**src/gofm_defines.vh**
```
// Purpose: constants for the general-purpose pin output function multiplexer
// Assumes: one core clock, synchronous active-low reset
// Notes: select codes are the programmed field encodings
// Function
// - port 1 source, codes 0-3 route inputs
// - port 1 codes 4/5 give lock, pass
// - port 1 codes 6/7 give frame/line valid
// - status source code 0 drives constant value
// - status code 1 ORs enabled port locks
// - status code 2 ANDs enabled port locks
// - status code 3 ANDs enabled port pass
// - status code 4 outputs frame sync
// - status codes 5/6 interrupt high, low
// - transmit codes 0/1 give pass AND, OR
// - transmit code 2 gives recovered frame valid
// - transmit code 3 gives recovered line valid
// - transmit code 4 gives ports synchronized
// - transmit code 5 gives transmit interrupt high
// - port 0 source, codes 0-3 route inputs
`ifndef GOFM_DEFINES_VH
`define GOFM_DEFINES_VH
// ********************
// source selects
// ********************
`define GOFM_SRC_PORT0 3'h0
`define GOFM_SRC_PORT1 3'h1
`define GOFM_SRC_STATUS 3'h4
`define GOFM_SRC_CSITX 3'h5
// ********************
// function selects
// ********************
`define GOFM_FN_0 3'h0
`define GOFM_FN_1 3'h1
`define GOFM_FN_2 3'h2
`define GOFM_FN_3 3'h3
`define GOFM_FN_4 3'h4
`define GOFM_FN_5 3'h5
`define GOFM_FN_6 3'h6
`define GOFM_FN_7 3'h7
// ********************
// reset values and synchroniser depth
// ********************
`define GOFM_RST_SRC 3'h0
`define GOFM_RST_FN 3'h0
`define GOFM_RST_PIN 1'b0
`define GOFM_SYNC_STAGES 2
`endif

```
**src/gofm_sync.v**
```verilog
// Purpose: two-flop synchroniser for a vector of pin inputs
// Assumes: inputs asynchronous to CLOCK
// Notes: first stage feeds only the second
`timescale 1ns/1ns
module gofm_sync
#(
  parameter WIDTH = 1
)
(
  input wire clk,
  input wire rst_n,
  input wire [WIDTH-1:0] d,
  output reg [WIDTH-1:0] q
);
  reg [WIDTH-1:0] meta_q;
  always @(posedge clk)
  begin
    if (!rst_n)
    begin
      meta_q <= {WIDTH{1'b0}};
      q <= {WIDTH{1'b0}};
    end
    else
    begin
      meta_q <= d;
      q <= meta_q;
    end
  end
endmodule // gofm_sync

```
**src/gofm_pin_mux.v**
```verilog
// Purpose: per-pin output source and function multiplexer
// Assumes: status inputs come from other clock domains or pins
// Notes: select bits are plain ports; one pin per instance
`timescale 1ns/1ns
`include "gofm_defines.vh"
module gofm_pin_mux
#(
  parameter NUM_PORTS = 2
)
(
  input wire CLOCK,
  input wire RST_N,
  input wire [2:0] OUTPUT_SOURCE_SELECT,
  input wire [2:0] OUTPUT_FUNCTION_SELECT,
  input wire OUTPUT_CONSTANT_VALUE,
  input wire OUTPUT_DRIVE_ENABLE,
  input wire [3:0] PORT0_FWD_IN,
  input wire [3:0] PORT1_FWD_IN,
  input wire [NUM_PORTS-1:0] PORT_LOCK,
  input wire [NUM_PORTS-1:0] PORT_PASS,
  input wire [NUM_PORTS-1:0] PORT_ENABLED,
  input wire [NUM_PORTS-1:0] PORT_SELECTED,
  input wire PORT0_FRAME_VALID,
  input wire PORT0_LINE_VALID,
  input wire PORT1_FRAME_VALID,
  input wire PORT1_LINE_VALID,
  input wire FRAME_SYNC_SIGNAL,
  input wire DEVICE_INTERRUPT,
  input wire TX_FRAME_VALID,
  input wire TX_LINE_VALID,
  input wire PORTS_ALIGNED,
  input wire TX_INTERRUPT,
  output reg PIN_OUT,
  output reg PIN_OE,
  output reg RESERVED_SELECT
);
  // ********************
  // input synchronisation
  // ********************
  localparam SW = 8 + 4 * NUM_PORTS + 10;
  wire [SW-1:0] raw_in;
  wire [SW-1:0] sync_in;
  assign raw_in = {PORT0_FWD_IN, PORT1_FWD_IN, PORT_LOCK, PORT_PASS,
    PORT_ENABLED, PORT_SELECTED, PORT0_FRAME_VALID, PORT0_LINE_VALID,
    PORT1_FRAME_VALID, PORT1_LINE_VALID, FRAME_SYNC_SIGNAL,
    DEVICE_INTERRUPT, TX_FRAME_VALID, TX_LINE_VALID, PORTS_ALIGNED,
    TX_INTERRUPT};
  gofm_sync #(.WIDTH(SW)) u_sync
  (
    .clk(CLOCK),
    .rst_n(RST_N),
    .d(raw_in),
    .q(sync_in)
  );
  wire [3:0] fwd0;
  wire [3:0] fwd1;
  wire [NUM_PORTS-1:0] lock_s;
  wire [NUM_PORTS-1:0] pass_s;
  wire [NUM_PORTS-1:0] en_s;
  wire [NUM_PORTS-1:0] sel_s;
  wire fv0, lv0, fv1, lv1, fsync, dev_int, tx_fv, tx_lv, aligned, tx_int;
  assign {fwd0, fwd1, lock_s, pass_s, en_s, sel_s, fv0, lv0, fv1, lv1,
    fsync, dev_int, tx_fv, tx_lv, aligned, tx_int} = sync_in;
  // ********************
  // port combining
  // ********************
  // disabled ports (unselected ports, for the transmit pass terms) are neutral: 0 for OR, 1 for AND
  wire [NUM_PORTS-1:0] lock_or_t;
  wire [NUM_PORTS-1:0] lock_and_t;
  wire [NUM_PORTS-1:0] pass_and_t;
  wire [NUM_PORTS-1:0] spass_and_t;
  wire [NUM_PORTS-1:0] spass_or_t;
  genvar i;
  generate
    for (i = 0; i < NUM_PORTS; i = i + 1)
    begin : g_port
      assign lock_or_t[i] = lock_s[i] & en_s[i];
      assign lock_and_t[i] = lock_s[i] | ~en_s[i];
      assign pass_and_t[i] = pass_s[i] | ~en_s[i];
      assign spass_and_t[i] = pass_s[i] | ~sel_s[i];
      assign spass_or_t[i] = pass_s[i] & sel_s[i];
    end
  endgenerate
  wire any_en;
  wire any_sel;
  assign any_en = |en_s;
  assign any_sel = |sel_s;
  // with no port enabled (no port selected, for the transmit pass AND) the AND terms read low rather than vacuously high
  wire lock_or;
  wire lock_and;
  wire pass_and;
  wire spass_and;
  wire spass_or;
  assign lock_or = |lock_or_t;
  assign lock_and = (&lock_and_t) & any_en;
  assign pass_and = (&pass_and_t) & any_en;
  assign spass_and = (&spass_and_t) & any_sel;
  assign spass_or = |spass_or_t;
  // ********************
  // output selection
  // ********************
  reg val_d;
  reg ok_d;
  always @*
  begin
    val_d = 1'b0;
    ok_d = 1'b1;
    case (OUTPUT_SOURCE_SELECT)
      `GOFM_SRC_PORT0:
      begin
        case (OUTPUT_FUNCTION_SELECT)
          `GOFM_FN_4: val_d = lock_s[0];
          `GOFM_FN_5: val_d = pass_s[0];
          `GOFM_FN_6: val_d = fv0;
          `GOFM_FN_7: val_d = lv0;
          default: val_d = fwd0[OUTPUT_FUNCTION_SELECT[1:0]];
        endcase
      end
      `GOFM_SRC_PORT1:
      begin
        case (OUTPUT_FUNCTION_SELECT)
          `GOFM_FN_4: val_d = lock_s[1];
          `GOFM_FN_5: val_d = pass_s[1];
          `GOFM_FN_6: val_d = fv1;
          `GOFM_FN_7: val_d = lv1;
          default: val_d = fwd1[OUTPUT_FUNCTION_SELECT[1:0]];
        endcase
      end
      `GOFM_SRC_STATUS:
      begin
        case (OUTPUT_FUNCTION_SELECT)
          `GOFM_FN_0: val_d = OUTPUT_CONSTANT_VALUE;
          `GOFM_FN_1: val_d = lock_or;
          `GOFM_FN_2: val_d = lock_and;
          `GOFM_FN_3: val_d = pass_and;
          `GOFM_FN_4: val_d = fsync;
          `GOFM_FN_5: val_d = dev_int;
          `GOFM_FN_6: val_d = ~dev_int;
          default: ok_d = 1'b0;
        endcase
      end
      `GOFM_SRC_CSITX:
      begin
        case (OUTPUT_FUNCTION_SELECT)
          `GOFM_FN_0: val_d = spass_and;
          `GOFM_FN_1: val_d = spass_or;
          `GOFM_FN_2: val_d = tx_fv;
          `GOFM_FN_3: val_d = tx_lv;
          `GOFM_FN_4: val_d = aligned;
          `GOFM_FN_5: val_d = tx_int;
          default: ok_d = 1'b0;
        endcase
      end
      default: ok_d = 1'b0;
    endcase
  end
  // ********************
  // pin register
  // ********************
  // input enable ordering is software's job; the pad sees only this enable
  always @(posedge CLOCK)
  begin
    if (!RST_N)
    begin
      PIN_OUT <= `GOFM_RST_PIN;
      PIN_OE <= 1'b0;
      RESERVED_SELECT <= 1'b0;
    end
    else
    begin
      PIN_OE <= OUTPUT_DRIVE_ENABLE & ok_d;
      PIN_OUT <= (OUTPUT_DRIVE_ENABLE & ok_d) ? val_d : 1'b0;
      RESERVED_SELECT <= ~ok_d;
    end
  end
endmodule // gofm_pin_mux

```
**config.mk**
```make
export PLATFORM = sky130hd
export DESIGN_NAME = gofm_pin_mux
export DESIGN_NICKNAME = d
export VERILOG_FILES = /design/src/gofm_sync.v /design/src/gofm_pin_mux.v
export VERILOG_INCLUDE_DIRS = /design/src
export SDC_FILE = /design/constraint.sdc
export NUM_CORES = 1
export LEC_CHECK = 0
export BUFFER_PORTS_ARGS = -buffer_cell sky130_fd_sc_hd__buf_2
export CELL_PAD_IN_SITES_DETAIL_PLACEMENT = 1
export CELL_PAD_IN_SITES_GLOBAL_PLACEMENT = 2
export CORE_AREA = 4 4 86 88
export DETAILED_ROUTE_END_ITERATION = 16
export DIE_AREA = 0 0 90 92
export PLACE_DENSITY = 0.66
export SETUP_SLACK_MARGIN = 0.3
export SLEW_MARGIN = 5
export SYNTH_ARGS = -nofsm -noshare
export SYNTH_HDL_FRONTEND = slang
export SYNTH_HIERARCHICAL = 1
export SYNTH_SLANG_ARGS = --single-unit
```
**constraint.sdc**
```tcl
create_clock -name CLOCK -period 1.53 [get_ports CLOCK]
set_clock_uncertainty 0.2 [all_clocks]
set_input_delay 0.0765 -clock CLOCK [delete_from_list [all_inputs] [get_ports CLOCK]]
set_output_delay 0.0765 -clock CLOCK [all_outputs]
set_load 0.02 [all_outputs]
```
==> metrics.md <==
| Metric | Value |
|---|---|
| Worst path top cell family by delay | `compound AO/OA/AOI/OAI gates` |
| FMAX | `0.629 GHz` |
| Footprint of the multi-input gates | `774 um^2` |
| CP startpoint kind | `flop` |
| Cell Count Post-Placement | `278` |
| Synth warnings | `6` |
| PD cells | `1040 mW/mm^2` |
| CP Class | `reg2reg` |
| Vias per cell | `4.26` |
| CTS root buffer | `clkbuf_8` |
| Die ar. | `0.00828 mm^2` |
| Critical path's slowest cell | `dfxtp_1` |
| WP data required | `1530 ps` |
| CTS tree | `done` |
| Most frequent cells in the layout | `dfxtp_1, and2_2, buf_2, dlygate4sd3_1, buf_4` |
| Asr flop ratio synth | `0%` |
| Largest net degree at the start of global routing | `53` |
| Max Slew Vio Count | `0` |
| Critical path's largest stage delay | `350 ps` |
| Cells after Synth | `161` |
| Data arrival time of the critical path | `1590 ps` |
| Cts bufs inserted | `5` |
| TritonCTS Sinks | `55` |
| P_leak | `1.15 nW` |
| DP HPWL | `2.51 mm` |
| RSZ-0062 raised after global routing | `true` |
| PortBufs | `38` |
| Number of global-route vias before repair | `1401` |
| Final nets | `271` |
| Yosys reg bits | `55` |
| Synth unique cells | `33` |
| Final ANT Viol Nets | `0` |
| Area Growth Syn to Fin | `38.0%` |
| Synthesized area per cell | `12.0 um^2` |
| H-tree level count | `2` |
| Sequential fraction of the synthesis area | `57.1%` |
| Final Cycle Share | `104%` |
| Synth area leaders | `dfxtp_1, and2_2, mux4_1, mux2i_1, clkbuf_2` |
| Slew HR | `71.4%` |
| Max FO, Critical Path | `3` |
| Register area | `0.00110 mm^2` |
| Syn Std Cell Area | `0.00193 mm^2` |
| Hold WC Path Type | `in2reg` |
| CP Capture Type | `flop` |
| Setup WS post-layout | `-60.6 ps` |
| Yosys top cell area share | `57.1%` |
| Hold-fix buffers, CTS | `30` |
| Worst path cell trace | `a221oi_2, nor4_1, a311o_1, a32oi_1, o2bb2ai_1` |
| Non-Filler Instances | `316` |
| Synth Net Count | `197` |
| Outcome | `complete, but fails checks` |
| GRT Overall Usage | `9.78%` |
| Leading cell type in the layout, fill and taps excluded | `dfxtp_1` |
| Clk_lat worst skew | `290 ps` |
| Routed WL | `3.82 mm` |
| DR WL/cell | `12.1 um` |
| Min Hold Slack | `-126 ps` |
| Final hold violations | `1` |
| DRT Pass-1 Iters | `3` |
| Routability cong. | `0.792` |
| Yosys top cell by area | `dfxtp_1` |
| Initial DRC count | `71` |
| Peak supply drop | `0.490 mV` |
| Clk slew on worst S/H paths | `100 ps` |
| Chip width | `90 um` |
| Setup TNS | `-60.6 ps` |
| Total gr overflow | `0` |
| CTS Buffer Depth | `2` |
| Worst Tran Pin Value | `425 ps` |
| Chip Height | `92 um` |
| Endpoints failing setup | `1` |
| Dpl ws | `-153 ps` |
| Fill cells | `745` |
| Inserted Diodes | `0` |
| Vias | `1347` |
| Total of max-cap violations | `0` |
| Ys flop type | `dfxtp_1` |
| Ports | `39` |
| Period minus WS final | `1590 ps` |
| First-pass GRT wire length | `6.44 mm` |
| Share of cells above drive strength 1 | `47.5%` |
| Drt drc | `0` |
| Rows | `30` |
| Antenna violations before repair | `0` |
| Post-synth EDFFs | `0` |
| Failing checks | `negative hold slack, negative setup slack` |
| Core region area | `0.00664 mm^2` |
| Starting Density | `29.0%` |
| WP buf/inv | `0` |
## state kept, by name, indices dropped and copies added (netlist names)
signal,flops
u_sync/meta_q,26
u_sync/q,26
PIN_OE,1
PIN_OUT,1
RESERVED_SELECT,1
## kinds of logic after synthesis
logic type	count (synthesis)	share of synthesized area (%)
and+or+nand+nor	66	24.4
AOI/OAI and AO/OA	20	8.25
DFF	55	57.1
muxes	7	6.43
buffers and inverters	13	3.77
## what timing repair did
| item | in CTS | in global routing |
|---|---|---|
| resized for setup | 0 | 6 |
| pin swaps | 2 | 1 |
| endpoints found under the hold margin | 29 | 1 |
| setup endpoints to repair | 1 | 1 |
| buffers inserted | 0 | 0 |
## synth_stat cells (2+ instances only)
library cell and number:
dfxtp_1 55, and2_2 52, clkbuf_2 5, inv_1 4, nor2b_1 4, a21oi_1 3
mux2i_1 3, mux4_1 3, nand2_1 3, buf_2 2, buf_6 2, nor2_1 2
o21ai_0 2, o221ai_1 2
## layout make-up
cell class,count,area share [%]
inverters,4,0.565
repair buffers,76,20.7
multi-input cells,93,29.1
clock inverters,2,1.32
flip-flops and latches,55,41.4
well taps,80,3.76
clock buffers,6,3.11
## per-layer routing
| layer | track usage (%) | wire [um] |
|---|---|---|
| met1 | 11.4 | 1720 |
| met2 | 16.6 | 1880 |
| met3 | 2.79 | 153 |
| met4 | 4.59 | 74 |
| met5 | 0 | 0 |
## worst min-delay path, cell delays in order
cell and delay (ps):
buf_2 110, nor2_1 60, nor2b_1 90
## stage by stage
step / power [W] / cell area (um^2) / utilization (%) / hold WS [ps]
global route: 0.00289 / 2660 / 40.0 / -86.5
detailed placement: 0.00176 / 2220 / 33.4 / 100
floorplan: 0.00167 / 1930 / - / 4.66
CTS: 0.00280 / 2640 / 39.7 / -136
global placement: 0.00176 / 2220 / 33.4 / 98.8
finish: 0.00276 / 2660 / 40.0 / -126
## report_power, final
group	switching (W)	total, W	internal (W)
Clock	0.000443	0.000973	0.000530
Combinational	0.000100	0.000273	0.000173
Sequential	0.0000201	0.00152	0.00150
## path summary, 6_finish.rpt
kind / start / endpoint / slack (ps) / cells past startpoint
hold reg to reg: u_sync/meta_q[24]$_SDFF_PN0_ / u_sync/q[24]$_SDFF_PN0_ / 250 / 1
hold / removal: OUTPUT_SOURCE_SELECT[1] / RESERVED_SELECT$_SDFF_PN0_ / -130 / 3
setup reg to reg: u_sync/q[16]$_SDFF_PN0_ / PIN_OUT$_SDFF_PN0_ / -60 / 5
setup / recovery: u_sync/q[16]$_SDFF_PN0_ / PIN_OUT$_SDFF_PN0_ / -60 / 5
(Power assumes the default switching activity.)
